### src/inc/agp_pkg.sv
// constants for the general pin port: register map, field positions, sync word timing
// assumes one 40 MHz core clock and a command framer outside this block
package agp_pkg;
  localparam logic [7:0] AGP_CFG_ADDR     = 8'h04;
  localparam logic [7:0] AGP_CFG_RESET    = 8'h00;
  localparam logic [7:0] AGP_CFG_WMASK    = 8'h7F;
  localparam int         AGP_NPINS        = 3;
  localparam int         AGP_BIT_RSVD     = 7;
  localparam int         AGP_DIR_LSB      = 4;
  localparam int         AGP_BIT_SEL2     = 3;
  localparam int         AGP_LVL_LSB      = 0;
  localparam logic [7:0] AGP_SYNC_WORD    = 8'h55;
  localparam logic [2:0] AGP_SYNC_FALLS   = 3'h4;
  localparam int         AGP_SYNC_SHIFT   = 3;
  localparam int         AGP_CNT_W        = 20;
  localparam int         AGP_CLK_HZ       = 40_000_000;
endpackage

### src/hdl/agp_autobaud.sv
// measures the bit period from the synchronisation word on the receive line
// assumes rx_i is already synchronised to core_clk_i; arm_i comes from the command framer
`timescale 1ns/1ps
module agp_autobaud
  import agp_pkg::*;
#(
  parameter int CNT_W = AGP_CNT_W
) (
  input  wire logic             core_clk_i,
  input  wire logic             reset_i,
  input  wire logic             rx_i,
  input  wire logic             arm_i,
  output logic [CNT_W-1:0]      bit_period_o,
  output logic                  period_valid_o,
  output logic                  sync_error_o
);
  typedef enum logic [1:0] {AB_IDLE, AB_ARMED, AB_MEASURE, AB_DONE} agp_ab_state_t;

  typedef struct packed {
    agp_ab_state_t    st;
    logic             rx_prev;
    logic [2:0]       falls;
    logic [CNT_W-1:0] cnt;
    logic [CNT_W-1:0] period;
    logic             valid;
    logic             err;
  } agp_ab_t;

  agp_ab_t s_q, s_d;
  logic    fall;

  assign fall = s_q.rx_prev & ~rx_i;

  // 55h framed 8-N-1 gives falling edges at bit times 0,2,4,6,8
  always_comb begin
    s_d         = s_q;
    s_d.rx_prev = rx_i;
    s_d.valid   = 1'b0;
    s_d.err     = 1'b0;
    case (s_q.st)
      AB_IDLE: begin
        if (rx_i) begin
          s_d.st = AB_ARMED;
        end
      end
      AB_ARMED: begin
        if (fall) begin
          s_d.st    = AB_MEASURE;
          s_d.cnt   = '0;
          s_d.falls = 3'h0;
        end
      end
      AB_MEASURE: begin
        s_d.cnt = s_q.cnt + 1'b1;
        if (fall) begin
          s_d.falls = s_q.falls + 3'h1;
          if (s_q.falls + 3'h1 == AGP_SYNC_FALLS) begin
            s_d.period = CNT_W'((s_q.cnt + 1'b1) >> AGP_SYNC_SHIFT);
            s_d.valid  = 1'b1;
            s_d.st     = AB_DONE;
          end
        end else if (&s_q.cnt) begin
          s_d.err = 1'b1;
          s_d.st  = AB_IDLE;
        end
      end
      AB_DONE: begin
        if (arm_i) begin
          s_d.st = AB_IDLE;
        end
      end
      default: begin
        s_d.st = AB_IDLE;
      end
    endcase
  end

  always_ff @(posedge core_clk_i) begin
    if (reset_i) begin
      s_q <= '{st: AB_IDLE, rx_prev: 1'b1, falls: 3'h0, cnt: '0, period: '0, valid: 1'b0, err: 1'b0};
    end else begin
      s_q <= s_d;
    end
  end

  assign bit_period_o   = s_q.period;
  assign period_valid_o = s_q.valid;
  assign sync_error_o   = s_q.err;

  baud_measure_a: assert property (@(posedge core_clk_i) disable iff (reset_i)
    (s_q.st == AB_MEASURE && fall && s_q.falls == 3'h3) |=>
      (period_valid_o && bit_period_o == CNT_W'(($past(s_q.cnt) + 1'b1) >> AGP_SYNC_SHIFT)))
    else $error("bit period not taken from sync word");

  sat_error_a: assert property (@(posedge core_clk_i) disable iff (reset_i)
    (s_q.st == AB_MEASURE && !fall && (&s_q.cnt)) |=> (sync_error_o && !period_valid_o && s_q.st == AB_IDLE))
    else $error("saturated measurement not flagged");
endmodule

### src/hdl/agp_general_pin_port.sv
// three general pins of the converter with their configuration register
// assumes the command framer presents decoded register accesses on the core clock
//
// Function
// - config register at 04h, resets to 00h
// - bits 6..4 set pin 2..0 direction
// - bit 3 picks level or ready for pin 2
// - bits 2..0 give driven output levels
// - input pins read back their sampled level
// - bit rate measured from the first sync word after each re-arm
// - pin 2 pulled low when result ready
`timescale 1ns/1ps
module agp_general_pin_port
  import agp_pkg::*;
#(
  parameter int NPINS = AGP_NPINS,
  parameter int CNT_W = AGP_CNT_W
) (
  input  wire logic             core_clk_i,
  input  wire logic             reset_i,
  input  wire logic [7:0]       reg_addr_i,
  input  wire logic             reg_wr_i,
  input  wire logic [7:0]       reg_wdata_i,
  output logic [7:0]            reg_rdata_o,
  input  wire logic             data_ready_i,
  input  wire logic [NPINS-1:0] pin_in_i,
  output logic [NPINS-1:0]      pin_out_o,
  output logic [NPINS-1:0]      pin_oe_o,
  input  wire logic             uart_rx_i,
  input  wire logic             frame_done_i,
  output logic [CNT_W-1:0]      bit_period_o,
  output logic                  bit_period_valid_o,
  output logic                  sync_error_o
);
  typedef struct packed {
    logic [7:0]       cfg;
    logic [NPINS-1:0] pin_meta;
    logic [NPINS-1:0] pin_sync;
    logic             rx_meta;
    logic             rx_sync;
    logic [NPINS-1:0] pin_out;
    logic [NPINS-1:0] pin_oe;
    logic [7:0]       rdata;
  } agp_port_t;

  agp_port_t s_q, s_d;
  logic      cfg_hit;

  // level bits show the stored value for outputs, the pin for inputs
  function automatic logic [7:0] agp_readback(input logic [7:0] cfg, input logic [NPINS-1:0] pins);
    logic [7:0] r;
    r = cfg;
    r[AGP_BIT_RSVD] = 1'b0;
    for (int i = 0; i < NPINS; i++) begin
      r[AGP_LVL_LSB+i] = cfg[AGP_DIR_LSB+i] ? cfg[AGP_LVL_LSB+i] : pins[i];
    end
    return r;
  endfunction

  assign cfg_hit = (reg_addr_i == AGP_CFG_ADDR);

  // two flops on every pad and on the receive line before anything reads them
  always_comb begin
    s_d          = s_q;
    s_d.pin_meta = pin_in_i;
    s_d.pin_sync = s_q.pin_meta;
    s_d.rx_meta  = uart_rx_i;
    s_d.rx_sync  = s_q.rx_meta;
    // bit 7 is masked on write so it always stores zero
    if (reg_wr_i && cfg_hit) begin
      s_d.cfg = reg_wdata_i & AGP_CFG_WMASK;
    end
    for (int i = 0; i < NPINS; i++) begin
      s_d.pin_oe[i]  = s_d.cfg[AGP_DIR_LSB+i];
      s_d.pin_out[i] = s_d.cfg[AGP_LVL_LSB+i];
    end
    // ready is active high here, the shared pad is active low
    if (s_d.cfg[AGP_BIT_SEL2]) begin
      s_d.pin_out[2] = ~data_ready_i;
    end
    s_d.rdata = cfg_hit ? agp_readback(s_q.cfg, s_q.pin_sync) : 8'h00;
  end

  always_ff @(posedge core_clk_i) begin
    if (reset_i) begin
      s_q <= '{cfg: AGP_CFG_RESET, pin_meta: '0, pin_sync: '0, rx_meta: 1'b1, rx_sync: 1'b1,
               pin_out: '0, pin_oe: '0, rdata: 8'h00};
    end else begin
      s_q <= s_d;
    end
  end

  // sync word 55h is assumed from the host; framer re-arms after each command
  agp_autobaud #(
    .CNT_W (CNT_W)
  ) u_autobaud (
    .core_clk_i     (core_clk_i),
    .reset_i        (reset_i),
    .rx_i           (s_q.rx_sync),
    .arm_i          (frame_done_i),
    .bit_period_o   (bit_period_o),
    .period_valid_o (bit_period_valid_o),
    .sync_error_o   (sync_error_o)
  );

  assign reg_rdata_o = s_q.rdata;
  assign pin_out_o   = s_q.pin_out;
  assign pin_oe_o    = s_q.pin_oe;

  cfg_reset_a: assert property (@(posedge core_clk_i)
    reset_i |=> (s_q.cfg == AGP_CFG_RESET && pin_oe_o == '0 && pin_out_o == '0))
    else $error("pins not inputs after reset");

  rsvd_zero_a: assert property (@(posedge core_clk_i) disable iff (reset_i)
    (reg_wr_i && cfg_hit) |=> ##1 (reg_rdata_o[AGP_BIT_RSVD] == 1'b0))
    else $error("reserved bit reads nonzero");

  dir_write_a: assert property (@(posedge core_clk_i) disable iff (reset_i)
    (reg_wr_i && cfg_hit) |=> (pin_oe_o == $past(reg_wdata_i[AGP_DIR_LSB +: NPINS])))
    else $error("direction not applied to pins");

  ready_source_a: assert property (@(posedge core_clk_i) disable iff (reset_i)
    (!$past(reset_i) && s_q.cfg[AGP_BIT_SEL2]) |-> (pin_out_o[2] == !$past(data_ready_i)))
    else $error("pin 2 not following ready");

  ready_low_a: assert property (@(posedge core_clk_i) disable iff (reset_i)
    (data_ready_i && s_q.cfg[AGP_DIR_LSB+2] && s_q.cfg[AGP_BIT_SEL2] && !(reg_wr_i && cfg_hit))
      |=> (pin_oe_o[2] && !pin_out_o[2]))
    else $error("pin 2 not pulled low on ready");

  level_drive_a: assert property (@(posedge core_clk_i) disable iff (reset_i)
    (reg_wr_i && cfg_hit && reg_wdata_i[AGP_DIR_LSB+1]) |=>
      (pin_oe_o[1] && pin_out_o[1] == $past(reg_wdata_i[AGP_LVL_LSB+1])))
    else $error("output level not driven");

  input_read_a: assert property (@(posedge core_clk_i) disable iff (reset_i)
    (cfg_hit && !s_q.cfg[AGP_DIR_LSB]) |=> (reg_rdata_o[AGP_LVL_LSB] == $past(s_q.pin_sync[0])))
    else $error("input level not read back");

  input_hold_a: assert property (@(posedge core_clk_i) disable iff (reset_i)
    (reg_wr_i && cfg_hit && !reg_wdata_i[AGP_DIR_LSB] && reg_wdata_i[AGP_LVL_LSB]) |=> !pin_oe_o[0])
    else $error("input pin driven by level write");

  // register write and read checks
  rsvd_store_a: assert property (@(posedge core_clk_i) disable iff (reset_i)
    (reg_wr_i && cfg_hit) |=> (s_q.cfg[AGP_BIT_RSVD] == 1'b0))
    else $error("reserved bit stored as one");

  cfg_write_a: assert property (@(posedge core_clk_i) disable iff (reset_i)
    (reg_wr_i && cfg_hit) |=> (s_q.cfg == ($past(reg_wdata_i) & AGP_CFG_WMASK)))
    else $error("config write not stored");

  other_addr_a: assert property (@(posedge core_clk_i) disable iff (reset_i)
    (reg_wr_i && !cfg_hit) |=> $stable(s_q.cfg))
    else $error("config changed by other address");

  hold_write_a: assert property (@(posedge core_clk_i) disable iff (reset_i)
    !reg_wr_i |=> $stable(s_q.cfg))
    else $error("config changed without a write");

  unmapped_read_a: assert property (@(posedge core_clk_i) disable iff (reset_i)
    !cfg_hit |=> (reg_rdata_o == 8'h00))
    else $error("unmapped address read nonzero");

  sel_read_a: assert property (@(posedge core_clk_i) disable iff (reset_i)
    cfg_hit |=> (reg_rdata_o[AGP_BIT_SEL2] == $past(s_q.cfg[AGP_BIT_SEL2])))
    else $error("source select not read back");

  dir_read_a: assert property (@(posedge core_clk_i) disable iff (reset_i)
    cfg_hit |=> (reg_rdata_o[AGP_DIR_LSB +: NPINS] == $past(s_q.cfg[AGP_DIR_LSB +: NPINS])))
    else $error("direction bits not read back");

  output_read_a: assert property (@(posedge core_clk_i) disable iff (reset_i)
    (cfg_hit && s_q.cfg[AGP_DIR_LSB+1]) |=> (reg_rdata_o[AGP_LVL_LSB+1] == $past(s_q.cfg[AGP_LVL_LSB+1])))
    else $error("output level not read back");

  // pin drive checks
  oe_follow_a: assert property (@(posedge core_clk_i) disable iff (reset_i)
    pin_oe_o == s_q.cfg[AGP_DIR_LSB +: NPINS])
    else $error("output enables differ from direction bits");

  level_pin0_a: assert property (@(posedge core_clk_i) disable iff (reset_i)
    (reg_wr_i && cfg_hit && reg_wdata_i[AGP_DIR_LSB]) |=>
      (pin_oe_o[0] && pin_out_o[0] == $past(reg_wdata_i[AGP_LVL_LSB])))
    else $error("pin 0 output level not driven");

  level_pin2_a: assert property (@(posedge core_clk_i) disable iff (reset_i)
    (reg_wr_i && cfg_hit && reg_wdata_i[AGP_DIR_LSB+2] && !reg_wdata_i[AGP_BIT_SEL2]) |=>
      (pin_oe_o[2] && pin_out_o[2] == $past(reg_wdata_i[AGP_LVL_LSB+2])))
    else $error("pin 2 output level not driven");

  level_hold_a: assert property (@(posedge core_clk_i) disable iff (reset_i)
    (s_q.cfg[AGP_DIR_LSB+2] && !s_q.cfg[AGP_BIT_SEL2]) |-> (pin_out_o[2] == s_q.cfg[AGP_LVL_LSB+2]))
    else $error("pin 2 level differs from stored bit");

  ready_high_a: assert property (@(posedge core_clk_i) disable iff (reset_i)
    (!data_ready_i && s_q.cfg[AGP_DIR_LSB+2] && s_q.cfg[AGP_BIT_SEL2] && !(reg_wr_i && cfg_hit))
      |=> (pin_oe_o[2] && pin_out_o[2]))
    else $error("pin 2 low without a result");

  input_hold1_a: assert property (@(posedge core_clk_i) disable iff (reset_i)
    (reg_wr_i && cfg_hit && !reg_wdata_i[AGP_DIR_LSB+1]) |=> !pin_oe_o[1])
    else $error("input pin 1 driven by level write");

  input_hold2_a: assert property (@(posedge core_clk_i) disable iff (reset_i)
    (reg_wr_i && cfg_hit && !reg_wdata_i[AGP_DIR_LSB+2]) |=> !pin_oe_o[2])
    else $error("input pin 2 driven by level write");

  // input sampling checks
  input_read1_a: assert property (@(posedge core_clk_i) disable iff (reset_i)
    (cfg_hit && !s_q.cfg[AGP_DIR_LSB+1]) |=> (reg_rdata_o[AGP_LVL_LSB+1] == $past(s_q.pin_sync[1])))
    else $error("input level of pin 1 not read back");

  input_read2_a: assert property (@(posedge core_clk_i) disable iff (reset_i)
    (cfg_hit && !s_q.cfg[AGP_DIR_LSB+2]) |=> (reg_rdata_o[AGP_LVL_LSB+2] == $past(s_q.pin_sync[2])))
    else $error("input level of pin 2 not read back");

  pin_sync_a: assert property (@(posedge core_clk_i) disable iff (reset_i)
    (!$past(reset_i) && !$past(reset_i, 2)) |-> (s_q.pin_sync == $past(pin_in_i, 2)))
    else $error("pad level not passed through two flops");
endmodule

### config.mk
export PLATFORM = sky130hd
export DESIGN_NAME = agp_general_pin_port
export DESIGN_NICKNAME = d
export VERILOG_FILES = /design/src/inc/agp_pkg.sv /design/src/hdl/agp_autobaud.sv /design/src/hdl/agp_general_pin_port.sv
export SDC_FILE = /design/constraint.sdc
export NUM_CORES = 1
export LEC_CHECK = 0
export ABC_AREA = 1
export BUFFER_PORTS_ARGS = -buffer_cell sky130_fd_sc_hd__buf_2
export CORE_ASPECT_RATIO = 0.9
export CORE_MARGIN = 1
export CORE_UTILIZATION = 55
export DETAILED_ROUTE_END_ITERATION = 7
export PLACE_DENSITY = 0.88
export SETUP_SLACK_MARGIN = 0.5
export SLEW_MARGIN = 20
export SYNTH_ARGS = -nofsm -noshare
export SYNTH_HDL_FRONTEND = slang
export SYNTH_SLANG_ARGS = --single-unit
### constraint.sdc
create_clock -name core_clk_i -period 1.74 [get_ports core_clk_i]
set_input_delay 0.087 -clock core_clk_i [delete_from_list [all_inputs] [get_ports core_clk_i]]
set_output_delay 0.087 -clock core_clk_i [all_outputs]
set_load 0.01 [all_outputs]
==> qor.txt, run 1 <==
Area Overhead vs Synth: 31.0%
Main combinational cell family by area after synthesis: simple AND/OR/NAND/NOR gates
Die width: 84.0 µm
Insertion delay to the later sink of the worst-skew pair: 370 ps
Die Height: 75.8 µm
Failing checks: DRC
First-pass detailed-route iteration total: 8
Clk slew on worst S/H paths: 80 ps
Final #Nets: 557
Via count: 3323
DRC Markers: 18
Post-synth EDFFs: 0
Fin Clk Skew: 9.35 ps
CP arrival: 1850 ps
Congestion Overflow GR: 0
Cell taking the most area after synthesis: dfxtp_1
Die area: 0.00636 mm²
YS warnings: 0
Core area: 0.00576 mm²
Required time worst endpoint: 2000 ps
Synthesis-stage register bit count: 68
Synth Area in Compound Gates: 9.90%
# clock sinks: 68
DR iter-0 viols: 295
N_diodes: 0
First-pass GRT wire length: 12500 µm
Most used DFF post-synth: dfxtp_1
Via density: 5.54
Unrepaired setup endpoints after global routing: yes
Share of cells above drive strength 1: 38.3%
Worst-Margin Slew: 584 ps
Worst hold path class: primary input to register
CTS max path bufs: 2
Fraction of registers with async set/reset: 0%
Final period utilization: 91.2%
Slew Limit Fails: 0
# rows: 26
Leak: 1.98 nW
Setup violations, final: 0
CTS Buf Count: 9
TritonCTS clock tree: built
Syn Area/Cell: 7.18 µm²
# IOs: 61
Synth Area in XOR/XNOR: 3.16%
Worst reg2reg endpoint: u_autobaud.bit_period_o[14]$_SDFFE_PP0P_
Post-Synth Simple-Gate Area: 27.8%
Pin count of the biggest net entering global routing: 24
Slew headroom: 60.8%
Area share of fa/ha/maj cells after synthesis: 2.63%
Total power draw: 4.43 mW
Cell count after synthesis: 463
Routed Antenna Nets: 0
Register area share after synthesis: 40.9%
CP Max Fanout: 8
H-tree depth: 3
Crit path kind: register to register
Setup TNS: 0 ps
Wire per inst: 16.5 µm
Estimated wirelength of the detail-placed design: 4660 µm
Root Buffer: clkbuf_8
Critical R2R Launch: u_autobaud.s_q[43]$_SDFFE_PP0P_
Initial antenna violation count: 0
Largest cells by area after synthesis: dfxtp_1 41%, nand2_1 12%, buf_4 8.1%
Initial Util: 57.7%
Drt total wl: 9910 µm
R2R setup slack: 150 ps
Routability Congestion: 0.923
Final hold viol count: 0
Reg2Reg Depth: 9
Crit path capture: u_autobaud.bit_period_o[14]$_SDFFE_PP0P_
Port Buffers: 55
CP Launch Type: register
Tot GR Track Use: 25.4%
Critical path capture point type: register
Post-synthesis mux area share: 0%
Max-cap viol count: 0
Status: finished with violations
Post-synth cell types: 33
Power per cell area: 1020 mW/mm²
Synthesized cell area: 0.00332 mm²
CP startpoint: u_autobaud.s_q[43]$_SDFFE_PP0P_
Max VDD drop: 0.990 mV
Vias in the first global route: 2794
Synth top area share: 40.9%
FMAX: 630 MHz
Tmin final: 1590 ps
==> cells in the mapped netlist (5+ instances only) <==
library cell	number
nor2_2	6
xnor2_1	6
xor2_1	6
a21oi_1	26
buf_4	36
ha_1	7
nand3_1	17
o21ai_0	23
nor2_1	72
inv_1	47
nand2_1	104
dfxtp_1	68
clkbuf_1	5
==> critical path, cell delays in order (launching register included) <==
cell and delay [ps]:
dfxtp_4 370, ha_4 170, nand2_1 170, nand3_4 140
nor2_8 120, buf_12 150, buf_12 110, inv_8 50
o21ai_2 130, inv_1 70
==> state kept, by name (all words and copies together) (netlist names) <==
register,cells
u_autobaud.s_q,26
u_autobaud.bit_period_o,17
s_q,10
reg_rdata_o,7
s_d,4
pin_oe_o,1
pin_out_o,1
u_autobaud.period_valid_o,1
u_autobaud.sync_error_o,1
==> metal layers <==
layer / up-vias / global-route usage [%] / wire length (µm)
met3: 62 / 7.37 / 871
li1: 1528 / - / -
met1: 1533 / 27.8 / 3690
met2: 200 / 47.2 / 4880
met4: 0 / 10.9 / 468
met5: - / 0 / 0
==> area by class of cell <==
class / count / area, µm²
multi-input combinational: 300 / 1730
sequential: 68 / 1410
fill: 357 / 1400
timing repair buffer: 92 / 693
inverter: 52 / 218
clock buffer: 9 / 124
tap: 70 / 87.6
clock inverter: 7 / 75.1
timing repair inverter: 2 / 20.0
==> logic make-up after synthesis <==
kind of cell | count (synthesis)
AOI/OAI and AO/OA | 61
other | 1
DFF | 68
buffers and inverters | 98
and+or+nand+nor | 216
xor gates and xnor gates | 12
adders and majority gates | 7
==> per-stage QoR <==
| step | setup WS (ps) | utilization, % | hold slack, ps | instance area (µm²) | instances |
|---|---|---|---|---|---|
| 3_5_place_dp | 169 | 60.6 | 274 | 3490 | 549 |
| 4_1_cts | 276 | 69.7 | 14.6 | 4010 | 589 |
| 2_1_floorplan | 388 | - | 191 | 3410 | 466 |
| 3_3_place_gp | 221 | 60.6 | 273 | 3490 | 549 |
| 6_report | 153 | 75.6 | 4.96 | 4360 | 600 |
| 5_1_grt | 70.7 | 75.6 | 35.7 | 4360 | 600 |
==> repair_timing <==
action	4_1_cts	5_1_grt
buffers inserted	15	9
pin swaps	12	18
cloned	3	2
gates resized for setup	37	75
endpoints found under the setup margin	44	52
hold buffers	6	0
hold endpoints to repair	6	0
==> cell usage in the layout (no fill, tap or decap), types with 4 or more instances in the layout <==
cell type,netlist,routed
clkinv_4,0,4
xor2_1,6,5
nand3_1,17,14
a21oi_1,26,24
buf_4,36,18
dfxtp_4,0,10
o21ai_0,23,12
o21ai_2,0,4
dfxtp_1,68,48
nor2_2,6,22
xnor2_1,6,4
nor2_1,72,49
o21ai_1,4,11
clkbuf_8,0,9
inv_1,47,44
a21oi_2,3,5
conb_1,1,4
nand2_2,3,11
nor2_4,2,9
buf_2,3,55
nand2_1,104,93
buf_6,1,6
dfxtp_2,0,10
dlygate4sd3_1,0,6
==> worst min-delay path by stage <==
| stage | from | endpoint | slack (ps) | depth (start not counted) |
|---|---|---|---|---|
| 6_report | reg_wdata_i[4] | s_q[26]$_SDFFE_PP0N_ | 5 | 3 |
| 5_1_grt | reg_wdata_i[4] | s_q[26]$_SDFFE_PP0N_ | 40 | 3 |
| 4_1_cts | reg_wdata_i[4] | s_q[26]$_SDFFE_PP0N_ | 10 | 3 |
| 3_5_place_dp | uart_rx_i | s_d[14]$_SDFF_PP1_ | 270 | 2 |
| 3_3_place_gp | uart_rx_i | s_d[14]$_SDFF_PP1_ | 270 | 2 |
| 2_1_floorplan | uart_rx_i | s_d[14]$_SDFF_PP1_ | 190 | 1 |
==> power breakdown <==
group | switching (mW) | internal [mW] | total, mW | leakage (nW)
Clock | 0.666 | 0.671 | 1.34 | 0.104
Sequential | 0.0599 | 1.61 | 1.67 | 0.563
Combinational | 0.715 | 0.704 | 1.42 | 1.31
(Power assumes the default switching activity.)
==> run 2, diff against run 1 <==
--- a/config.mk
+++ b/config.mk
@@ -7,11 +7,12 @@
 export LEC_CHECK = 0
 export ABC_AREA = 1
 export BUFFER_PORTS_ARGS = -buffer_cell sky130_fd_sc_hd__buf_2
-export CORE_ASPECT_RATIO = 0.9
+export CELL_PAD_IN_SITES_DETAIL_PLACEMENT = 1
+export CELL_PAD_IN_SITES_GLOBAL_PLACEMENT = 2
 export CORE_MARGIN = 1
-export CORE_UTILIZATION = 55
+export CORE_UTILIZATION = 31
 export DETAILED_ROUTE_END_ITERATION = 7
-export PLACE_DENSITY = 0.88
+export PLACE_DENSITY = 0.89
 export SETUP_SLACK_MARGIN = 0.5
 export SLEW_MARGIN = 20
 export SYNTH_ARGS = -nofsm -noshare
==> run 2 against run 1 <==
Against the previous run: the run now ends clean; clock skew decreased by 1.5 ps; cell area decreased by 0.49%; sequential share of layout area down 0.13 points; register-to-register slack gained 90 ps; routed wire length shrank 7.5%; via count is 8.1% lower; final cell count rose by 11%; total power is 6.1% lower; first-iteration DRC count shrank 65%; largest cell class unchanged; clock-buffer cell count stayed put; setup slack improved by 93 ps; maximum frequency rose by 6.2%.
==> qor.txt, run 2 (synthesis gave the netlist of run 1 again) <==
Status: finished clean
Fin Clk Skew: 7.87 ps
Via density: 4.61
CP cell instances: inv_4 -> ha_4 -> inv_4 -> nor2_4 -> buf_4 -> nand2_1 -> nand3_1 -> inv_2 -> nand2_2 -> nand2_2 -> nand2_1 -> nor2_1
Die area: 0.0111 mm²
Max-cap viol count: 0
Area Overhead vs Synth: 30.4%
Routability Congestion: 0.806
R2R setup slack: 250 ps
Slew Limit Fails: 0
Insertion delay to the later sink of the worst-skew pair: 360 ps
Crit-path slowest cell: dfxtp_4
Initial antenna violation count: 0
Port Buffers: 55
PnR worst setup slack: 245 ps
Setup TNS: 0 ps
First-pass detailed-route iteration total: 4
Unrepaired setup endpoints after global routing: yes
Tmin final: 1490 ps
CP Launch Type: register
Final hold viol count: 0
Clk slew on worst S/H paths: 80 ps
Commonest non-fill, non-tap cell in the layout: nand2_1
Initial Util: 32.1%
CTS max path bufs: 2
Tot GR Track Use: 17.2%
Max VDD drop: 0.411 mV
TritonCTS clock tree: built
Fillers: 1292
CP max stage delay: 380 ps
Max reg flops: 26
Routed Antenna Nets: 0
DRC Markers: 0
Estimated wirelength of the detail-placed design: 5770 µm
CP Max Fanout: 3
FMAX: 669 MHz
Post-DP Area: 0.00359 mm²
# IOs: 61
H-tree depth: 3
Worst Path Buf+Inv: 4
Root Buffer: clkbuf_8
Final #Nets: 554
Total power draw: 4.16 mW
Crit path kind: register to register
First-pass GRT wire length: 14700 µm
Critical path capture point type: register
Power per cell area: 960 mW/mm²
Pin count of the biggest net entering global routing: 23
Final Instance Area: 0.00433 mm²
Biggest register: u_autobaud.s_q
DR iter-0 viols: 102
Worst hold path class: primary input to register
CP arrival: 1780 ps
Most frequent cells in the layout: 93 x nand2_1, 56 x nor2_1, 55 x buf_2
Drt total wl: 9170 µm
CP top delay family: simple AND/OR/NAND/NOR gates
Wire per inst: 13.8 µm
Pre-CTS setup slack: 159 ps
CTS Buf Count: 9
# clock sinks: 68
Leak: 1.93 nW
Vias in the first global route: 3094
Required time worst endpoint: 2030 ps
Core area: 0.0104 mm²
Share of cells above drive strength 1: 34.7%
N_diodes: 0
Placed cell count: 617
# rows: 37
Congestion Overflow GR: 0
Final period utilization: 85.9%
Die Height: 106 µm
Die width: 106 µm
Setup violations, final: 0
Via count: 3055
Fin cells: 663
==> run 2: cell count changes in the layout (fill, tap and decap cells not counted), sizes merged <==
| cell | change |
|---|---|
| clkbuf | -1 |
| buf | -3 |
| clkinv | -1 |
| inv | +1 |
| clkinvlp | +1 |
==> run 2: repair_timing <==
action / CTS / global route
hold buffers: 6 / 0
buffers inserted: 19 / 0
resized for setup: 59 / 26
gates cloned: 5 / 0
pin swaps: 8 / 7
endpoints found under the hold margin: 6 / 0
setup endpoints to repair: 44 / 44
==> run 2: path summary, 6_finish.rpt <==
| check | from | end | cells past startpoint |
|---|---|---|---|
| min | reg_wdata_i[6] | pin_oe_o[2]$_SDFFE_PP0N_ | 3 |
| max reg2reg | u_autobaud.s_q[46]$_SDFFE_PP0P_ | u_autobaud.s_q[46]$_SDFFE_PP0P_ | 12 |
| max | u_autobaud.s_q[46]$_SDFFE_PP0P_ | u_autobaud.s_q[46]$_SDFFE_PP0P_ | 12 |
| min reg2reg | s_d[16]$_SDFF_PP0_ | s_q[16]$_SDFF_PP0_ | 2 |
==> run 2: cell type report <==
| cell class | count | area [µm²] | area share [%] |
|---|---|---|---|
| repair inverters | 3 | 21.3 | 0.491 |
| multi-input cells | 300 | 1690 | 38.9 |
| clock buffers | 9 | 124 | 2.86 |
| clock inverters | 7 | 66.3 | 1.53 |
| inverters | 52 | 215 | 4.97 |
| well taps | 136 | 170 | 3.93 |
| flip-flops and latches | 68 | 1400 | 32.3 |
| repair buffers | 88 | 652 | 15.0 |
==> run 2: per-stage QoR <==
step | utilization (%) | hold WS, ps
6_report | 41.8 | 22.5
3_3_place_gp | 34.6 | 269
4_1_cts | 41.1 | 5.64
3_5_place_dp | 34.6 | 273
5_1_grt | 41.8 | 59.9
2_1_floorplan | - | 191
==> run 2: power by group <==
group	total, mW	internal, mW	leakage (nW)	switching, mW
registers	1.68	1.62	0.559	0.0583
clock network	1.29	0.656	0.0992	0.637
logic	1.19	0.524	1.27	0.666
==> run 2: worst reg2reg max path, stage by stage (launching register included) <==
cell and delay (ps):
dfxtp_4 380, inv_4 40, ha_4 170, inv_4 70, nor2_4 40, buf_4 140, nand2_1 80, nand3_1 100
inv_2 90, nand2_2 70, nand2_2 60, nand2_1 70, nor2_1 120
==> run 2: routing by layer <==
layer	track usage, %	routed length (µm)	share of wire (%)	vias up
li1	-	-	-	1514
met1	18.4	3760	41	1453
met2	31.5	4750	52	63
met3	3.90	366	4.0	25
met4	8.63	291	3.2	0
met5	0	0	0	-
